[config.mk]
export PLATFORM = sky130hd
export DESIGN_NAME = bsg_gate
export DESIGN_NICKNAME = d
export VERILOG_FILES = /design/src/bsg_pkg.sv /design/src/bsg_fifo.sv /design/src/bsg_gate.sv
export VERILOG_INCLUDE_DIRS = /design/src
export SDC_FILE = /design/constraint.sdc
export NUM_CORES = 1
export LEC_CHECK = 0
export BUFFER_PORTS_ARGS = -buffer_cell sky130_fd_sc_hd__buf_4
export CAP_MARGIN = 20
export CORE_MARGIN = 5
export CORE_UTILIZATION = 25
export CTS_CLUSTER_DIAMETER = 60
export DETAILED_ROUTE_END_ITERATION = 8
export SLEW_MARGIN = 20
export SYNTH_ARGS = -nofsm -noshare
export SYNTH_HDL_FRONTEND = slang
export SYNTH_SLANG_ARGS = --single-unit
[constraint.sdc]
create_clock -name clk -period 4.1 [get_ports clk]
set_input_delay 0.205 -clock clk [delete_from_list [all_inputs] [get_ports clk]]
set_output_delay 0.205 -clock clk [all_outputs]
set_load 0.03 [all_outputs]
[src/bsg_cfg.svh]
// offsets, field positions, reset values and timing counts of the bitstream security gate
`ifndef BSG_CFG_SVH
`define BSG_CFG_SVH

// ***************************************************
// register offsets (byte addresses, one word each)
// ***************************************************
`define BSG_ADDR_W 4
`define BSG_OFS_CTRL 4'h0
`define BSG_OFS_STATUS 4'h4
`define BSG_OFS_KEYPROG 4'h8
`define BSG_OFS_COUNT 4'hC

// ***************************************************
// control register fields
// ***************************************************
`define BSG_CTRL_GO 0
`define BSG_CTRL_ENC 1
`define BSG_CTRL_CMP 2
`define BSG_CTRL_SCH_LO 4
`define BSG_CTRL_SCH_HI 6
`define BSG_CTRL_RST 8'h00

// ***************************************************
// key programming register fields
// ***************************************************
`define BSG_KP_REQ 0
`define BSG_KP_VOL 1

// ***************************************************
// datapath and timing
// ***************************************************
`define BSG_DATA_W 8
`define BSG_FIFO_DEPTH 4
`define BSG_FPP_RATIO 3'h4
`define BSG_CNT_W 16

`endif

[src/bsg_pkg.sv]
// types shared by the bitstream security gate
package bsg_pkg;

  // configuration scheme in use for the current load
  typedef enum logic [2:0]
  {
    BSG_SCH_FAST_PARALLEL_PASSIVE = 3'h0,
    BSG_SCH_PASSIVE_SERIAL = 3'h1,
    BSG_SCH_ACTIVE_SERIAL = 3'h2,
    BSG_SCH_FAST_ACTIVE_SERIAL = 3'h3,
    BSG_SCH_REMOTE_UPDATE = 3'h4,
    BSG_SCH_BOUNDARY_SCAN = 3'h5
  } bsg_scheme_t;

  // programmed key state
  typedef enum logic [1:0]
  {
    BSG_KEY_NONE = 2'h0,
    BSG_KEY_VOLATILE = 2'h1,
    BSG_KEY_OTP = 2'h2
  } bsg_key_t;

  // load sequencer
  typedef enum logic [2:0]
  {
    BSG_ST_IDLE = 3'h0,
    BSG_ST_CHECK = 3'h1,
    BSG_ST_LOAD = 3'h2,
    BSG_ST_DRAIN = 3'h3,
    BSG_ST_DONE = 3'h4,
    BSG_ST_REJECT = 3'h5
  } bsg_state_t;

endpackage

[src/bsg_fifo.sv]
// small first-in first-out buffer with valid and ready on both sides
`timescale 1ns/1ps
module bsg_fifo
#(
  parameter int WIDTH = 8,
  parameter int DEPTH = 4
)
(
  input wire logic clk,
  input wire logic rst,
  input wire logic [WIDTH-1:0] wr_data,
  input wire logic wr_valid,
  output logic wr_ready,
  output logic [WIDTH-1:0] rd_data,
  output logic rd_valid,
  input wire logic rd_ready
);
  localparam int AW = $clog2(DEPTH);

  logic [WIDTH-1:0] mem [DEPTH];  // storage words
  logic [AW-1:0] wr_ptr;  // next slot to fill
  logic [AW-1:0] rd_ptr;  // oldest word
  logic [AW:0] fill;  // words held
  logic push;  // word taken in
  logic pop;  // word handed out

  assign wr_ready = (fill != (AW+1)'(DEPTH));
  assign rd_valid = (fill != '0);
  assign push = wr_valid && wr_ready;
  assign pop = rd_valid && rd_ready;
  assign rd_data = mem[rd_ptr];

  // storage; no reset needed since empty words are never read out
  always_ff @(posedge clk)
  begin
    if (push)
    begin
      mem[wr_ptr] <= wr_data;
    end
  end

  // pointers wrap, depth is a power of two
  always_ff @(posedge clk or posedge rst)
  begin
    if (rst)
    begin
      wr_ptr <= '0;
      rd_ptr <= '0;
    end
    else
    begin
      if (push)
      begin
        wr_ptr <= wr_ptr + AW'(1);
      end
      if (pop)
      begin
        rd_ptr <= rd_ptr + AW'(1);
      end
    end
  end

  // fill level, push and pop may meet in one cycle
  always_ff @(posedge clk or posedge rst)
  begin
    if (rst)
    begin
      fill <= '0;
    end
    else if (push && !pop)
    begin
      fill <= fill + (AW+1)'(1);
    end
    else if (pop && !push)
    begin
      fill <= fill - (AW+1)'(1);
    end
  end
endmodule

[src/bsg_gate.sv]
// bitstream security gate: decides whether a configuration load is accepted and routes it
//
// Overview of operation
// - no key: reject encrypted, accept plain
// - key, tamper clear: accept encrypted and plain
// - key, tamper set: accept only encrypted bitstreams
// - tamper set never blocks a new load
// - erased volatile key rejects encrypted; volatile reprogram
// - boundary scan: plain only, never decrypt
// - encrypted allowed on all five non-scan schemes
// - decrypt first, then feed the decompressor
// - serial schemes run unthrottled; parallel engaged paced
//
// The implementer's own choices: the address-and-strobe port and the register offsets.
`timescale 1ns/1ps
`include "bsg_cfg.svh"
module bsg_gate
  import bsg_pkg::*;
(
  input wire logic clk,
  input wire logic rst,
  input wire logic [`BSG_ADDR_W-1:0] reg_addr,
  input wire logic [31:0] reg_wdata,
  input wire logic reg_wr,
  input wire logic reg_rd,
  output logic [31:0] reg_rdata,
  input wire logic config_clock,
  input wire logic [1:0] key_kind_pin,
  input wire logic tamper_pin,
  input wire logic key_erased_pin,
  input wire logic [`BSG_DATA_W-1:0] in_data,
  input wire logic in_valid,
  input wire logic in_last,
  output logic in_ready,
  output logic [`BSG_DATA_W-1:0] out_data,
  output logic out_valid,
  input wire logic out_ready,
  output logic out_decrypt,
  output logic out_decompress,
  output logic out_chain,
  output logic key_prog_grant
);

  // ***************************************************
  // pin synchronisers
  // ***************************************************
  logic [4:0] pin_raw;  // config clock, key kind, tamper, erased
  logic [4:0] pin_s1;  // first stage, read only by the second
  logic [4:0] pin_s2;
  logic [4:0] pin_s3;
  logic [4:0] pin_q;  // value taken once the second and third stages agree
  assign pin_raw = {config_clock, key_kind_pin, tamper_pin, key_erased_pin};

  // three-stage chain, a bit changes only when stages two and three match
  always_ff @(posedge clk or posedge rst)
  begin
    if (rst)
    begin
      pin_s1 <= 5'h00;
      pin_s2 <= 5'h00;
      pin_s3 <= 5'h00;
      pin_q <= 5'h00;
    end
    else
    begin
      pin_s1 <= pin_raw;
      pin_s2 <= pin_s1;
      pin_s3 <= pin_s2;
      for (int i = 0; i < 5; i++)
      begin
        if (pin_s2[i] == pin_s3[i])
        begin
          pin_q[i] <= pin_s3[i];
        end
      end
    end
  end

  logic cclk_q;  // filtered config clock level
  logic cclk_prev;  // last level, for edge finding
  logic cclk_rise;  // one-cycle pulse per config clock rising edge
  bsg_key_t key_kind;  // decoded key state, illegal code reads as no key
  logic tamper;
  logic erased;
  assign cclk_q = pin_q[4];
  assign tamper = pin_q[1];
  assign erased = pin_q[0];
  assign key_kind = (pin_q[3:2] == 2'h3) ? BSG_KEY_NONE : bsg_key_t'(pin_q[3:2]);
  assign cclk_rise = cclk_q && !cclk_prev;

  // ***************************************************
  // register bus
  // ***************************************************
  logic [7:0] ctrl;  // last written control byte
  logic go;  // one-cycle start request
  logic kp_req;  // key programming request strobe
  assign go = reg_wr && (reg_addr == `BSG_OFS_CTRL) && reg_wdata[`BSG_CTRL_GO];
  assign kp_req = reg_wr && (reg_addr == `BSG_OFS_KEYPROG) && reg_wdata[`BSG_KP_REQ];

  // control holds scheme and header flags, go bit self clears
  always_ff @(posedge clk or posedge rst)
  begin
    if (rst)
    begin
      ctrl <= `BSG_CTRL_RST;
    end
    else if (reg_wr && reg_addr == `BSG_OFS_CTRL)
    begin
      ctrl <= {reg_wdata[7:1], 1'b0};
    end
  end

  // ***************************************************
  // load sequencer
  // ***************************************************
  bsg_state_t state;
  bsg_state_t next_state;
  logic [2:0] run_scheme;  // scheme captured at start
  logic run_enc;  // bitstream declared encrypted
  logic run_cmp;  // bitstream declared compressed
  logic verdict;  // combinational accept decision in check
  logic enc_scheme_ok;  // scheme can carry an encrypted stream
  logic key_usable;  // a key able to decrypt is present
  logic start_ok;  // a new load may start
  logic word_in;  // word taken from the host
  logic [`BSG_CNT_W-1:0] word_cnt;  // words taken this load

  assign start_ok = (state == BSG_ST_IDLE) || (state == BSG_ST_DONE) || (state == BSG_ST_REJECT);

  // scheme list for encrypted loads, scan is excluded
  always_comb
  begin
    enc_scheme_ok = 1'b0;
    unique case (run_scheme)
      3'h0, 3'h1, 3'h2, 3'h3, 3'h4: enc_scheme_ok = 1'b1;
      default: enc_scheme_ok = 1'b0;  // scan and illegal codes
    endcase
  end

  // an erased volatile key is as good as none for decryption
  assign key_usable = (key_kind == BSG_KEY_OTP) || (key_kind == BSG_KEY_VOLATILE && !erased);

  // accept decision
  always_comb
  begin
    verdict = 1'b0;
    if (run_scheme > 3'h5)
    begin
      verdict = 1'b0;  // unknown scheme never loads
    end
    else if (run_enc)
    begin
      // decryption needs a live key and a scheme that can reach the engine
      verdict = key_usable && enc_scheme_ok;
    end
    else
    begin
      // plain loads fall through unless tamper protection is on with a key
      verdict = !(tamper && key_kind != BSG_KEY_NONE);
    end
  end

  // next state
  always_comb
  begin
    next_state = state;
    unique case (state)
      BSG_ST_IDLE, BSG_ST_DONE, BSG_ST_REJECT:
      begin
        // tamper protection never locks out a restart
        if (go)
        begin
          next_state = BSG_ST_CHECK;
        end
      end
      BSG_ST_CHECK:
      begin
        next_state = verdict ? BSG_ST_LOAD : BSG_ST_REJECT;
      end
      BSG_ST_LOAD:
      begin
        if (word_in && in_last)
        begin
          next_state = BSG_ST_DRAIN;
        end
      end
      BSG_ST_DRAIN:
      begin
        if (!out_valid)
        begin
          next_state = BSG_ST_DONE;
        end
      end
      default: next_state = BSG_ST_IDLE;  // codes 6 and 7 recover
    endcase
  end

  always_ff @(posedge clk or posedge rst)
  begin
    if (rst)
    begin
      state <= BSG_ST_IDLE;
    end
    else
    begin
      state <= next_state;
    end
  end

  // capture the load description at start
  always_ff @(posedge clk or posedge rst)
  begin
    if (rst)
    begin
      run_scheme <= 3'h0;
      run_enc <= 1'b0;
      run_cmp <= 1'b0;
    end
    else if (go && start_ok)
    begin
      run_scheme <= reg_wdata[`BSG_CTRL_SCH_HI:`BSG_CTRL_SCH_LO];
      run_enc <= reg_wdata[`BSG_CTRL_ENC];
      run_cmp <= reg_wdata[`BSG_CTRL_CMP];
    end
  end

  // ***************************************************
  // engine routing
  // ***************************************************
  // decided in check, held through the load so the engines see a steady route
  always_ff @(posedge clk or posedge rst)
  begin
    if (rst)
    begin
      out_decrypt <= 1'b0;
      out_decompress <= 1'b0;
      out_chain <= 1'b0;
    end
    else if (state == BSG_ST_CHECK)
    begin
      // scan never reaches the decryptor, verdict already refused it
      out_decrypt <= verdict && run_enc && run_scheme != 3'h5;
      out_decompress <= verdict && run_cmp;
      // on encrypted loads the decompressor reads the decryptor output, never the raw stream
      out_chain <= verdict && run_enc && run_cmp;
    end
    else if (state == BSG_ST_DONE || state == BSG_ST_REJECT)
    begin
      out_decrypt <= 1'b0;
      out_decompress <= 1'b0;
      out_chain <= 1'b0;
    end
  end

  // ***************************************************
  // word pacing
  // ***************************************************
  logic paced;  // parallel load with an engine engaged
  logic [2:0] edge_cnt;  // config clock edges since the last word
  logic pace_ok;  // enough edges seen for one more word
  logic fifo_ready;
  assign paced = (run_scheme == 3'h0) && (run_enc || run_cmp);
  // serial schemes are never paced; they take a word whenever one is offered and the buffer has room
  assign pace_ok = !paced || (edge_cnt >= `BSG_FPP_RATIO);
  assign in_ready = (state == BSG_ST_LOAD) && fifo_ready && pace_ok;
  assign word_in = in_valid && in_ready;

  // edge counter, saturates at the ratio and restarts per word
  always_ff @(posedge clk or posedge rst)
  begin
    if (rst)
    begin
      cclk_prev <= 1'b0;
      edge_cnt <= 3'h0;
    end
    else
    begin
      cclk_prev <= cclk_q;
      if (state != BSG_ST_LOAD || word_in)
      begin
        edge_cnt <= {2'h0, cclk_rise && state == BSG_ST_LOAD};
      end
      else if (cclk_rise && edge_cnt < `BSG_FPP_RATIO)
      begin
        edge_cnt <= edge_cnt + 3'h1;
      end
    end
  end

  // words counted per load for software
  always_ff @(posedge clk or posedge rst)
  begin
    if (rst)
    begin
      word_cnt <= 16'h0000;
    end
    else if (state == BSG_ST_CHECK)
    begin
      word_cnt <= 16'h0000;
    end
    else if (word_in)
    begin
      word_cnt <= word_cnt + 16'h0001;
    end
  end

  // the buffer lets the engines stall without losing host words
  bsg_fifo #(.WIDTH(`BSG_DATA_W), .DEPTH(`BSG_FIFO_DEPTH)) u_fifo
  (
    .clk(clk),
    .rst(rst),
    .wr_data(in_data),
    .wr_valid(in_valid && (state == BSG_ST_LOAD) && pace_ok),
    .wr_ready(fifo_ready),
    .rd_data(out_data),
    .rd_valid(out_valid),
    .rd_ready(out_ready)
  );

  // ***************************************************
  // key reprogramming
  // ***************************************************
  logic kp_denied;  // last request was refused
  // only a volatile-mode request with tamper clear is let through
  always_ff @(posedge clk or posedge rst)
  begin
    if (rst)
    begin
      key_prog_grant <= 1'b0;
      kp_denied <= 1'b0;
    end
    else
    begin
      key_prog_grant <= kp_req && reg_wdata[`BSG_KP_VOL] && !tamper;
      if (kp_req)
      begin
        kp_denied <= !(reg_wdata[`BSG_KP_VOL] && !tamper);
      end
    end
  end

  // ***************************************************
  // register read
  // ***************************************************
  // data stand only in the cycle after the read strobe
  always_ff @(posedge clk or posedge rst)
  begin
    if (rst)
    begin
      reg_rdata <= 32'h00000000;
    end
    else if (reg_rd)
    begin
      unique case (reg_addr)
        `BSG_OFS_CTRL: reg_rdata <= {24'h000000, ctrl};
        `BSG_OFS_STATUS: reg_rdata <= {19'h00000, kp_denied, erased, tamper, key_kind,
                                       out_chain, out_decompress, out_decrypt,
                                       state == BSG_ST_REJECT, state == BSG_ST_DONE, state};
        `BSG_OFS_COUNT: reg_rdata <= {16'h0000, word_cnt};
        default: reg_rdata <= 32'h00000000;  // unmapped and write-only
      endcase
    end
    else
    begin
      reg_rdata <= 32'h00000000;
    end
  end
endmodule

# Word-level counts from Yosys, hierarchy flattened
# Memories as Yosys holds them, arrays and structs flattened.
# Cells that the tools add are included.
# op_classes
order_cmp	3
n_eq_ne	26
addsub	6
muxes	23
reduce_logical	56
# ops
operator	n
16-bit case mux with 3 select lines	1
16-bit 2-to-1 mux	2
32-bit 2-to-1 mux	1
1-bit logical AND	29
3-bit 2-to-1 mux	8
16-bit by 1-bit adder with 16-bit output (second input constant)	1
3-bit by 2-bit == test with 1-bit output (second input constant)	4
3-bit case mux with 4 select lines	1
2-bit nonzero test	5
3-bit == test (second input constant)	3
1-bit 2-to-1 mux	9
4-bit == test (second input constant)	2
1-bit logical NOT	8
1-bit logical OR	7
3-bit by 1-bit adder with 3-bit output (second input constant)	2
3-bit by 1-bit == test with 1-bit output (second input constant)	2
3-bit logical NOT	2
2-bit inequality test (second input constant)	3
3-bit inequality test (second input constant)	2
1-bit == test	5
5-bit OR reduction	1
2-bit by 1-bit adder with 2-bit output (second input constant)	2
2-bit == test (second input constant)	2
4-bit by 3-bit == test with 1-bit output (second input constant)	1
other kinds (11)	11
# totals
in_bits	56
ff_bits	99
memories	1
elab_cells	140
mem_bits_rw	32
# memory_table
memory	words	word_bits	read_ports	rd_clocked_by_memory_dff	write_ports	line_no	source
u_fifo.mem	4	8	1	0	1	bsg_fifo.sv:20	logic [WIDTH-1:0] mem [DEPTH];

# Logic depth before layout (Yosys ltp)
# Gate-level depths: netlist of run 1.
# logic_depth
ltp_word	11
mapped_depth	11
mapped_depth_nobuf	9

# By module
# A second synthesis of run 1 with hierarchy kept.
# unflattened
cells_unflattened	384
area_unflattened_um2	5026.1
# by_module_without_submodules
module	seq_area_each_um2	area_each_um2	instances	cells_per_inst
bsg_gate	1901.8	3430.8	1	306
bsg_fifo	1136.1	1595.3	1	78

# Least setup slack after synthesis of run 1
# Ideal clock, no wire load.
# synth_timing
path_kind	register to register
start	reg edge_cnt[2]
end	reg u_fifo.fill[1]
setup_time_ps	125
path_stages_with_launch	9
path_buffers	1
t_required_ps	3975
period_less_slack_ps	2509
slack_ps	1591
t_arrival_ps	2384
path_cell_list	dfrtp_1 > or4_4 > o211ai_4 > inv_2 > buf_6 > ha_1 > inv_1 > fa_1 > mux2_2
# synth_between
elab_chain_cells	7
# synth_lines
item	line_no	source
start, declared	bsg_gate.sv:259	logic [2:0] edge_cnt;
start signal, assigned	bsg_gate.sv:281	edge_cnt <= {2'h0, cclk_rise && state == BSG_ST_LOAD};
start signal, assigned	bsg_gate.sv:285	edge_cnt <= edge_cnt + 3'h1;
3-bit >= comparator (no source line) *	-	
1-bit logical OR *	bsg_gate.sv:264	assign pace_ok = !paced || (edge_cnt >= `BSG_FPP_RATIO);
1-bit logical AND *	bsg_gate.sv:313	.wr_valid(in_valid && (state == BSG_ST_LOAD) && pace_ok),
1-bit logical AND *	bsg_fifo.sv:29	assign push = wr_valid && wr_ready;
named net u_fifo.push	bsg_fifo.sv:24	logic push;
1-bit logical NOT	bsg_fifo.sv:74	else if (pop && !push)
1-bit logical AND	bsg_fifo.sv:74	
2-bit nonzero test (no source line)	-	
end signal, assigned	bsg_fifo.sv:72	fill <= fill + (AW+1)'(1);
end signal, assigned	bsg_fifo.sv:76	fill <= fill - (AW+1)'(1);
end, declared	bsg_fifo.sv:23	logic [AW:0] fill;
# The timed path passes the listed nets; every way through them passes the cells marked *.
# A chain may end at the register's enable or synchronous reset.

# Final worst setup path of run 1
# layout_timing
start	reg edge_cnt[2]
end	reg u_fifo.fill[1]
# layout_between
elab_chain_cells	7
# layout_lines
item	line_no
3-bit >= comparator (no source line) *	-
1-bit logical OR *	bsg_gate.sv:264
1-bit logical AND *	bsg_gate.sv:313
1-bit logical AND *	bsg_fifo.sv:29
1-bit logical NOT	bsg_fifo.sv:74
1-bit logical AND	bsg_fifo.sv:74
2-bit nonzero test (no source line)	-
# Mark *: on every way between the ends. The rest lies on a longest branch, timed or not.

==> results.yml, run 1 <==
placed_design:
  placement_setup_slack_ns: 1.398
  numPortBuffers: 61
  gp_congestion: 0.8350
  detailed_place.area_mm2: 0.005643
  hpwl_after_detailed_placement_mm: 7.790
synth:
  synthesis.yosys.warnings: 0
  yosys.cell_types.count: 58
  netlist_top_cells_area: "sky130_fd_sc_hd__dfrtp_1 (42%), sky130_fd_sc_hd__edfxtp_1 (19%), sky130_fd_sc_hd__mux4_2 (3.6%)"
  synth-edff-count: 32
  postSynthCellCount: 378
  predominant_post_synthesis_flop_cell: "sky130_fd_sc_hd__dfrtp_1"
  synth_seq_area_share_pct: 61.16
  ys_async_sr_fraction_pct: 72.17
  synth_top_cell_by_area: "sky130_fd_sc_hd__dfrtp_1"
  netlist.area_leader.share_pct: 41.81
  register_bit_count_reported_by_yosys: 115
  synthesis.area_mm2: 0.004967
  synth_area_per_cell_um2: 13.14
finish:
  fin_nets: 528
  drive_gt1_share_pct: 27.43
  design_area_mm2: 0.006390
  multi_input_comb_area_mm2: 0.001747
  areaGrowthSynthToFinish_pct: 28.64
  n_fill_cell: 1967
  regArea_mm2: 0.003038
  antenna_cells_inserted: 0
worst_setup_path:
  worst-endpoint-arrival_ns: 3.00
  cp_max_fo: 18
  crit_type: "flip-flop to flip-flop"
  startpoint_types: "flip-flop"
  timing.critical_path.required_ns: 4.39
  setup.worst_path.end_class: "flip-flop"
flow_run:
  max_cap_violations: 0
die:
  start_util_pct: 25.44
  floorplan.die_area_mm2: 0.02279
  placeableCoreArea_mm2: 0.01953
  die_height_um: 151.0
  ioPinCount: 102
  std_cell_rows: 51
  die_width_um: 151.0
route:
  drc: 0
  vias: 3196
  drt_wl_total_mm: 10.78
  drt-initial-drc-count: 131
  detailroute.wirelength.met2_mm: 5.238
  routed-wl-met3_um: 742
  postRouteAntennaNets: 0
  drt-vias-per-instance: 4.325
  maxUsedRoutingLayer: "met4"
  met1Wirelength_mm: 4.610
  route.detailed.wl_per_inst_um: 14.58
  drt_pre_antenna_iters: 4
pwr:
  vdd_drop_max_uv: 288.9
  static-leakage-power_nw: 2.705
  power_per_cell_area_mw_per_mm2: 580.9
min_path:
  hold_class: "primary input to flip-flop"
clock_network:
  clock_latency_ns: 0.41
  cts_max_level: 4
  tritoncts: "built"
  cts_setup_buffers: 0
  clk_root_buffer_cell: "sky130_fd_sc_hd__clkbuf_16"
  maximum_clock_path_buffer_count: 2
  numCtsBuffers: 17
  cts.sinks: 115
  cts.reportedPaths.clkPinSlew_ns: 0.06
timing:
  final.hold.worst_slack_ns: 0.02236
  setup_total_negative_slack_ns: 0
  fin_crit_ns: 2.709
  setup_ws_ns: 1.391
  final-max-slew-violation-count: 0
  finalCritPeriodShare_pct: 66.08
  final-hold-violation-count: 0
  grt_setup_unrepaired: "no"
  max_freq_mhz: 369.1
  setup-violations-final: 0
  final.setup_skew_ns: 0.008218
  worst_pin_slew_ns: 0.6918
  slew-limit-headroom_pct: 53.25
grt:
  globalRouteTotalUtil_pct: 10.17
  antenna_violations_before_repair: 0
  grt_pass1_wl_mm: 17.65
  number_of_global_route_vias_before_repair: 3350
  grt_max_degree: 45
  grt_remaining_overflow: 0
outcome:
  status: "finished, final reports clean"
[layout by cell type (no fill, tap or decap), drive strengths merged, types with 3 or more instances in the layout]
cell and n:
maj3 5, o31ai 6, ha 10, inv 13
nor3 7, bufinv 3, conb 16, a21oi 19
a22o 4, o2111ai 3, and3 3, dlygate4sd3 14
nor2 28, and2 7, mux2 12, nand3 10
mux4 8, mux2i 14, clkinv 9, edfxtp 32
dfrtp 83, nand2 21, buf 64, xnor2 5
clkbuf 17, or4 4, or3 5, nand2b 5
o21ai 10, nand4 3
[state kept, by name (all words and copies together), names as in the netlist, 2 cells and up]
| signal | count |
|---|---|
| pin_s1 | 5 |
| state | 3 |
| pin_s3 | 5 |
| u_fifo.mem | 32 |
| ctrl | 7 |
| u_fifo.rd_ptr | 2 |
| reg_rdata | 16 |
| pin_q | 5 |
| word_cnt | 16 |
| u_fifo.fill | 3 |
| edge_cnt | 3 |
| run_scheme | 3 |
| pin_s2 | 5 |
| u_fifo.wr_ptr | 2 |
[report_power, final]
part | total, mW | internal, mW | leakage, nW | switching, mW
logic | 0.755 | 0.338 | 1.06 | 0.416
clock network | 1.49 | 0.958 | 0.294 | 0.534
registers | 1.46 | 1.30 | 1.35 | 0.164
total | 3.71 | 2.60 | 2.71 | 1.11
[worst max-delay path, cell delays in order, from the launching register on]
cell and delay (ns):
sky130_fd_sc_hd__dfrtp_1 0.43, sky130_fd_sc_hd__or4_4 0.61, sky130_fd_sc_hd__o211ai_4 0.31, sky130_fd_sc_hd__inv_2 0.21, sky130_fd_sc_hd__ha_1 0.27, sky130_fd_sc_hd__inv_1 0.08
sky130_fd_sc_hd__fa_1 0.41, sky130_fd_sc_hd__mux2_2 0.27
[final cells by class]
class,count,share of cell area [%]
flip-flops and latches,115,47.54
well taps,265,5.189
clock inverters,15,2.839
multi-input cells,237,27.34
clock buffers,17,6.658
inverters,12,0.7245
repair buffers,78,9.712
[per-layer routing]
metal | vias up | GRT usage (%)
li1 | 1516 | -
met1 | 1572 | 12.44
met2 | 93 | 16.37
met3 | 15 | 3.291
met4 | 0 | 4.669
met5 | - | 0
[cell families after synthesis]
kind of cell	Yosys count	share of synthesized area, %
flip-flops	115	61.16
AND/OR/NAND/NOR	109	11.81
AO/OA/AOI/OAI	55	7.809
buffers and inverters	41	4.811
multiplexers	34	9.169
adder cells (fa/ha/maj)	16	3.930
XOR/XNOR	7	1.234
other	1	0.07549
[cell usage after synthesis (3+ instances only)]
| cell type | instances |
|---|---|
| sky130_fd_sc_hd__or3_2 | 3 |
| sky130_fd_sc_hd__and2_1 | 7 |
| sky130_fd_sc_hd__o21ai_0 | 10 |
| sky130_fd_sc_hd__mux2_2 | 12 |
| sky130_fd_sc_hd__buf_4 | 16 |
| sky130_fd_sc_hd__nand3_1 | 10 |
| sky130_fd_sc_hd__a21oi_1 | 19 |
| sky130_fd_sc_hd__or4_1 | 3 |
| sky130_fd_sc_hd__ha_1 | 10 |
| sky130_fd_sc_hd__mux2i_1 | 14 |
| sky130_fd_sc_hd__and3_1 | 3 |
| sky130_fd_sc_hd__nand4_1 | 3 |
| sky130_fd_sc_hd__nor2_1 | 28 |
| sky130_fd_sc_hd__o31ai_1 | 6 |
| sky130_fd_sc_hd__mux4_2 | 8 |
| sky130_fd_sc_hd__buf_6 | 3 |
| sky130_fd_sc_hd__clkbuf_1 | 6 |
| sky130_fd_sc_hd__a22o_1 | 4 |
| sky130_fd_sc_hd__xnor2_1 | 5 |
| sky130_fd_sc_hd__dfrtp_1 | 83 |
| sky130_fd_sc_hd__nand2b_1 | 5 |
| sky130_fd_sc_hd__nor3_1 | 7 |
| sky130_fd_sc_hd__edfxtp_1 | 32 |
| sky130_fd_sc_hd__maj3_1 | 5 |
| sky130_fd_sc_hd__inv_1 | 11 |
| sky130_fd_sc_hd__nand2_1 | 21 |
[final timing paths]
| kind | end | slack (ns) | from | cells after the start |
|---|---|---|---|---|
| setup reg to reg | u_fifo.fill[1] | 1.39 | edge_cnt[2] | 7 |
| setup / recovery | u_fifo.fill[1] | 1.39 | edge_cnt[2] | 7 |
| min in group asynchronous | state[0] | 0.46 | rst | 3 |
| hold reg to reg | pin_s2[0] | 0.35 | pin_s1[0] | 0 |
| hold / removal | ctrl[7] | 0.02 | reg_wdata[7] | 2 |
| max in group asynchronous | reg_rdata[0] | 2.63 | rst | 4 |
[repair_timing]
item	4_1_cts	5_1_grt
hold endpoints to repair	76	0
resized for setup	0	0
hold buffers	14	0
[metrics by stage]
step                      power (mW)  util [%]  cells
final                          3.712     32.72    739
after global placement         2.208     28.90    693
after CTS                      3.766     32.72    739
after floorplan                2.007         -    393
after detailed placement       2.238     28.90    693
after global routing           3.904     32.72    739
No activity file was read; power rests on OpenSTA's default activity.
==> run 2, diff against run 1 <==
--- a/config.mk
+++ b/config.mk
@@ -6,6 +6,7 @@
 export SDC_FILE = /design/constraint.sdc
 export NUM_CORES = 1
 export LEC_CHECK = 0
+export ABC_AREA = 1
 export BUFFER_PORTS_ARGS = -buffer_cell sky130_fd_sc_hd__buf_4
 export CAP_MARGIN = 20
 export CORE_MARGIN = 5
==> constraint.sdc (replaced) <==
create_clock -name clk -period 2.5 [get_ports clk]
set_input_delay 0.125 -clock clk [delete_from_list [all_inputs] [get_ports clk]]
set_output_delay 0.125 -clock clk [all_outputs]
set_load 0.03 [all_outputs]
==> run 2 against run 1 <==
Effect of this change: combinational power rose by 140%; critical path type is now flip-flop to output pin; critical path depth is 3 lower; die area increased by 5.4%; global-route usage about the same.
==> results.yml, run 2 <==
grt:
  grt_pass1_wl_mm: 19.36
  grt_remaining_overflow: 0
  grt_max_degree: 51
  globalRouteTotalUtil_pct: 10.21
  antenna_violations_before_repair: 0
  number_of_global_route_vias_before_repair: 3865
timing:
  setup_ws_ns: 0.2775
  worst_pin_slew_ns: 0.6684
  fin_crit_ns: 2.223
  finalCritPeriodShare_pct: 88.90
  slew-limit-headroom_pct: 55.28
  max_freq_mhz: 449.9
  setup-violations-final: 0
  final-hold-violation-count: 0
  final.setup_skew_ns: 0.01075
  final-max-slew-violation-count: 0
  setup_total_negative_slack_ns: 0
  grt_setup_unrepaired: "no"
finish:
  register_with_the_most_flip_flops: "u_fifo.mem"
  areaGrowthSynthToFinish_pct: 28.91
  biggestRegsByFlops: "u_fifo.mem x32, reg_rdata x16, word_cnt x16"
  finish.utilization_pct: 32.42
  post_layout_nonfiller_instances: 944
  fin_nets: 723
  layout_commonest_cell: "sky130_fd_sc_hd__nand2_1"
  largest_register_ffs: 32
  antenna_cells_inserted: 0
  layout_common_cells: "sky130_fd_sc_hd__nand2_1 (114), sky130_fd_sc_hd__dfrtp_1 (83), sky130_fd_sc_hd__buf_4 (67)"
  drive_gt1_share_pct: 17.79
die:
  start_util_pct: 25.15
  die_height_um: 155.0
  die_width_um: 155.0
  std_cell_rows: 53
  floorplan.die_area_mm2: 0.02401
  ioPinCount: 102
  placeableCoreArea_mm2: 0.02089
clock_network:
  tritoncts: "built"
  numCtsBuffers: 17
  clock_latency_ns: 0.42
  maximum_clock_path_buffer_count: 2
  cts.reportedPaths.clkPinSlew_ns: 0.06
  clk_root_buffer_cell: "sky130_fd_sc_hd__clkbuf_16"
  cts_max_level: 4
  cts.sinks: 115
route:
  postRouteAntennaNets: 0
  drt_pre_antenna_iters: 5
  route.detailed.wl_per_inst_um: 12.58
  drt-vias-per-instance: 4.220
  vias: 3984
  drt-initial-drc-count: 210
  drc: 0
  drt_wl_total_mm: 11.88
synth:
  netlist_top_cells_count: "sky130_fd_sc_hd__nand2_1 (114), sky130_fd_sc_hd__dfrtp_1 (83), sky130_fd_sc_hd__inv_1 (67)"
  yosys.cell_types.count: 38
  synth_top_cell_by_area: "sky130_fd_sc_hd__dfrtp_1"
  synth-edff-count: 32
  ys_async_sr_fraction_pct: 72.17
  netlist_top_cells_area: "sky130_fd_sc_hd__dfrtp_1 (40%), sky130_fd_sc_hd__edfxtp_1 (18%), sky130_fd_sc_hd__nand2_1 (8.1%)"
  register_bit_count_reported_by_yosys: 115
  synthesis.yosys.warnings: 0
  yosysMostFrequentCell: "sky130_fd_sc_hd__nand2_1"
  synth_area_per_cell_um2: 9.399
  predominant_post_synthesis_flop_cell: "sky130_fd_sc_hd__dfrtp_1"
  synthesis.area_mm2: 0.005254
  netlist.area_leader.share_pct: 39.53
  postSynthCellCount: 559
  synth_seq_area_share_pct: 57.82
worst_setup_path:
  cp_cell_sequence: "inv_1 > o21ai_0 > o22ai_1 > buf_4"
  startpoint_types: "flip-flop"
  crit_slowest_cell: "sky130_fd_sc_hd__dfrtp_1"
  critPathTopFamily: "flip-flops"
  worst-endpoint-arrival_ns: 2.10
  critical-path-max-stage-delay_ns: 0.71
  cp_max_fo: 18
  timing.critical_path.required_ns: 2.38
  setup.worst_path.end_class: "output pin"
  sum_of_buffers_and_inverters_on_the_critical_path: 2
  crit_type: "flip-flop to output pin"
pwr:
  power_per_cell_area_mw_per_mm2: 961.8
  vdd_drop_max_uv: 499.7
  static-leakage-power_nw: 3.078
flow_run:
  max_cap_violations: 0
outcome:
  status: "finished, final reports clean"
placed_design:
  hpwl_after_detailed_placement_mm: 8.265
  dpl.cell_count: 888
  numPortBuffers: 61
  gp_congestion: 0.7758
  placement_setup_slack_ns: 0.4398
min_path:
  hold_class: "primary input to flip-flop"
==> run 2: cell count changes in the layout (fill, tap and decap cells not counted), moves of 12 or more <==
cell	before	now
sky130_fd_sc_hd__mux2_2	12	0
sky130_fd_sc_hd__inv_1	10	66
sky130_fd_sc_hd__nand2_1	21	114
sky130_fd_sc_hd__nand4_1	3	19
sky130_fd_sc_hd__nand3_1	10	32
sky130_fd_sc_hd__nor2_1	28	65
sky130_fd_sc_hd__mux2i_1	14	0
sky130_fd_sc_hd__o21ai_0	10	34
sky130_fd_sc_hd__o22ai_1	0	12
==> run 2: path summary, 6_finish.rpt <==
path	start	end	slack (ns)	depth (start not counted)
setup / recovery	u_fifo.rd_ptr[0]	out_data[5]	0.28	4
hold reg to reg	pin_s1[3]	pin_s2[3]	0.35	0
hold / removal	reg_wdata[1]	run_enc	0.06	3
min in group asynchronous	rst	ctrl[3]	0.32	3
setup reg to reg	state[2]	u_fifo.fill[2]	0.41	12
max in group asynchronous	rst	word_cnt[15]	1.52	4
==> run 2: cell type report <==
class,instances,area (µm²)
Clock buffer,17,425.4
Clock inverter,15,123.9
Fill cell,2178,14120
Inverter,71,270.3
Multi-Input combinational cell,359,1808
Sequential cell,115,3038
Tap cell,275,344.1
Timing Repair Buffer,92,763.2
==> run 2: worst min-delay path, delay by kind of cell <==
family                 cells  cell delay (ns)
buffers and inverters      2             0.16
AOI/OAI and AO/OA          1             0.16
==> run 2: metrics by stage <==
step	power (mW)	area [µm²]	hold slack, ns
final	6.514	6773	0.06344
after global routing	6.917	6773	0.06506
after CTS	6.601	6773	0.05112
after detailed placement	4.306	5983	0.2179
after global placement	4.276	5983	0.2130
after floorplan	3.762	5310	0.1564
==> run 2: timing repair <==
action                                 CTS  global route
endpoints found under the hold margin   84             0
hold buffers                            24             0
gates resized for setup                  0             0
setup buffers                            0             0
==> run 2: power by group <==
group	leakage [nW]	internal [mW]	switching, mW
combinational	1.45	0.617	1.20
sequential	1.36	2.19	0.272
clock	0.269	1.29	0.937
total	3.08	4.10	2.41
==> run 2: layer usage <==
| metal | part of all wire (%) | global-route usage (%) |
|---|---|---|
| met5 | 0 | 0 |
| met4 | 1.3 | 4.037 |
| met3 | 5.6 | 2.865 |
| met2 | 46 | 15.99 |
| met1 | 47 | 13.39 |
==> run 2: logic make-up (layout without fill, tap and decap cells) <==
group / count (synthesis) / count (layout) / share of synthesized area, %
simple gates: 251 / 251 / 21.27
flops: 115 / 115 / 57.82
buf+inv: 100 / 195 / 8.835
compound gates: 70 / 70 / 7.288
fa+ha+maj: 16 / 16 / 3.715
xor+xnor: 6 / 6 / 1.000
other cells: 1 / 16 / 0.07138
==> run 3, diff against run 2 <==
--- a/config.mk
+++ b/config.mk
@@ -13,6 +13,7 @@
 export CORE_UTILIZATION = 25
 export CTS_CLUSTER_DIAMETER = 60
 export DETAILED_ROUTE_END_ITERATION = 8
+export RECOVER_POWER = 100
 export SLEW_MARGIN = 20
 export SYNTH_ARGS = -nofsm -noshare
 export SYNTH_HDL_FRONTEND = slang
==> run 3 against run 2 <==
Effect of this change: global-route usage stayed put; critical path depth stayed put; largest cell class unchanged; sequential cell count stayed put; count of clock-buffer cells in the layout stayed put; critical path type unchanged; clock power hardly changed; fmax is 1.6% lower; sequential share of layout area is 1.3 points higher; final cell count stayed put; first-iteration DRC count is 18% lower.
==> results.yml, run 3 (same netlist as run 2, synthesis figures left out) <==
pwr:
  static-leakage-power_nw: 2.928
  p_clk_share_pct: 34.9
  share_of_total_power_in_sequential_cells_pct: 38.5
  intPower_mw: 3.993
  power_per_cell_area_mw_per_mm2: 969.2
  sw_frac_of_total_pct: 37.40
  combinationalPowerShare_pct: 26.5
  vdd_drop_max_uv: 496.3
  netSwitchingPower_mw: 2.386
grt:
  grt_pass1_wl_mm: 19.36
  antenna_violations_before_repair: 0
  grt_remaining_overflow: 0
  number_of_global_route_vias_before_repair: 3865
  grt_max_degree: 51
  globalRouteTotalUtil_pct: 10.21
flow_run:
  max_cap_violations: 0
worst_setup_path:
  startpoint_types: "flip-flop"
  worst-endpoint-arrival_ns: 2.13
  crit_type: "flip-flop to output pin"
  r2r_setup_slack_ns: 0.25
  reg2reg_depth: 6
  worst_r2r_startpoint: "state[0]"
  timing.critical_path.required_ns: 2.38
  rr_endpoint: "u_fifo.mem[1][1]"
  cp_max_fo: 18
  setup.worst_path.end_class: "output pin"
timing:
  slew-limit-headroom_pct: 3.086
  finalCritPeriodShare_pct: 90.32
  worst_pin_slew_ns: 1.446
  fin_crit_ns: 2.258
  setup-violations-final: 0
  final.setup_skew_ns: 0.01186
  final-hold-violation-count: 0
  max_freq_mhz: 442.9
  grt_setup_unrepaired: "no"
  final-max-slew-violation-count: 0
  setup_total_negative_slack_ns: 0
die:
  placeableCoreArea_mm2: 0.02089
  die_width_um: 155.0
  die_height_um: 155.0
  start_util_pct: 25.15
  floorplan.die_area_mm2: 0.02401
  std_cell_rows: 53
  ioPinCount: 102
placed_design:
  gp_congestion: 0.7758
  hpwl_after_detailed_placement_mm: 8.265
  numPortBuffers: 61
clock_network:
  hold_buffers: 24
  cts_max_level: 4
  maximum_clock_path_buffer_count: 2
  cts_setup_buffers: 0
  clock_latency_ns: 0.41
  cts.reportedPaths.clkPinSlew_ns: 0.06
  tritoncts: "built"
  cts.sinks: 115
  post_cts_resize_count: 0
  clk_root_buffer_cell: "sky130_fd_sc_hd__clkbuf_16"
  numCtsBuffers: 17
finish:
  layout_common_cells: "sky130_fd_sc_hd__nand2_1 (114), sky130_fd_sc_hd__dfrtp_1 (83), sky130_fd_sc_hd__nor2_1 (68)"
  n_fill_cell: 2230
  drive_gt1_share_pct: 12.11
  finish.utilization_pct: 31.51
  biggestRegsByFlops: "u_fifo.mem x32, reg_rdata x16, word_cnt x16"
  layout_commonest_cell: "sky130_fd_sc_hd__nand2_1"
  register_with_the_most_flip_flops: "u_fifo.mem"
  antenna_cells_inserted: 0
  fin_nets: 723
  areaGrowthSynthToFinish_pct: 25.27
  largest_register_ffs: 32
route:
  drt_pre_antenna_iters: 8
  routed-wl-met3_um: 679
  route.detailed.wl_per_inst_um: 12.61
  drt_wl_total_mm: 11.90
  drt-vias-per-instance: 4.216
  detailroute.wirelength.met2_mm: 5.467
  met1Wirelength_mm: 5.562
  vias: 3980
  drt-initial-drc-count: 173
  drc: 0
  maxUsedRoutingLayer: "met4"
  postRouteAntennaNets: 0
min_path:
  hold-path-endpoint: "run_enc"
  timing.hold.worst_path_depth: 3
  hold_class: "primary input to flip-flop"
  hold_path_startpoint: "reg_wdata[1]"
outcome:
  status: "finished, final reports clean"
==> run 3: changes by cell type in the layout (fill, tap and decap cells not counted), sizes merged <==
cell      before  now
clkbuf        17   67
clkinvlp       2    3
buf           68   18
clkinv         7    6
==> run 3: layout make-up <==
| type | instances | area (µm²) | area share (%) |
|---|---|---|---|
| sequential | 115 | 3038 | 46.16 |
| multi-input combinational | 359 | 1774 | 26.96 |
| inverter | 71 | 270.3 | 4.106 |
| clock inverter | 15 | 123.9 | 1.882 |
| timing repair buffer | 92 | 605.6 | 9.202 |
| clock buffer | 17 | 425.4 | 6.464 |
| tap | 275 | 344.1 | 5.228 |
==> run 3: critical path, cell delays in order, from the launching register on <==
cell	delay [ns]
sky130_fd_sc_hd__dfrtp_1	0.72
sky130_fd_sc_hd__inv_1	0.43
sky130_fd_sc_hd__o21ai_0	0.26
sky130_fd_sc_hd__o22ai_1	0.11
sky130_fd_sc_hd__clkbuf_2	0.20
==> run 3: metal layers <==
metal	global-route usage [%]	vias to the layer above
met1	13.39	1856
met4	4.037	0
met3	2.865	13
met5	0	-
li1	-	1995
met2	15.99	116
==> run 3: power by group through the flow <==
| stage | Clock, mW | Sequential (mW) | Combinational [mW] |
|---|---|---|---|
| after floorplan | 0 | 2.41 | 1.35 |
| after global placement | 0 | 2.49 | 1.79 |
| after detailed placement | 0 | 2.50 | 1.81 |
| after CTS | 2.29 | 2.46 | 1.85 |
| after global routing | 2.37 | 2.49 | 1.91 |
| final | 2.23 | 2.46 | 1.69 |
==> run 3: how the worst max path moves through the flow <==
stage / start / cells after the start / to
after floorplan: rst / 1 / cclk_prev
after global placement: state[0] / 12 / u_fifo.fill[2]
after detailed placement: state[0] / 12 / u_fifo.fill[2]
after CTS: u_fifo.rd_ptr[0] / 4 / out_data[5]
after global routing: state[0] / 6 / u_fifo.mem[2][0]
final: u_fifo.rd_ptr[0] / 4 / out_data[4]
==> run 3: per-stage QoR <==
stage	power (mW)	setup WS, ns	cell area (µm²)	hold slack, ns	std cells
after floorplan	3.762	0.2382	5310	0.1564	574
after global placement	4.276	0.4664	5983	0.2130	888
after detailed placement	4.306	0.4398	5983	0.2179	888
after CTS	6.601	0.2377	6773	0.05112	944
after global routing	6.776	0.07613	6581	0.06506	944
final	6.379	0.2421	6581	0.06019	944
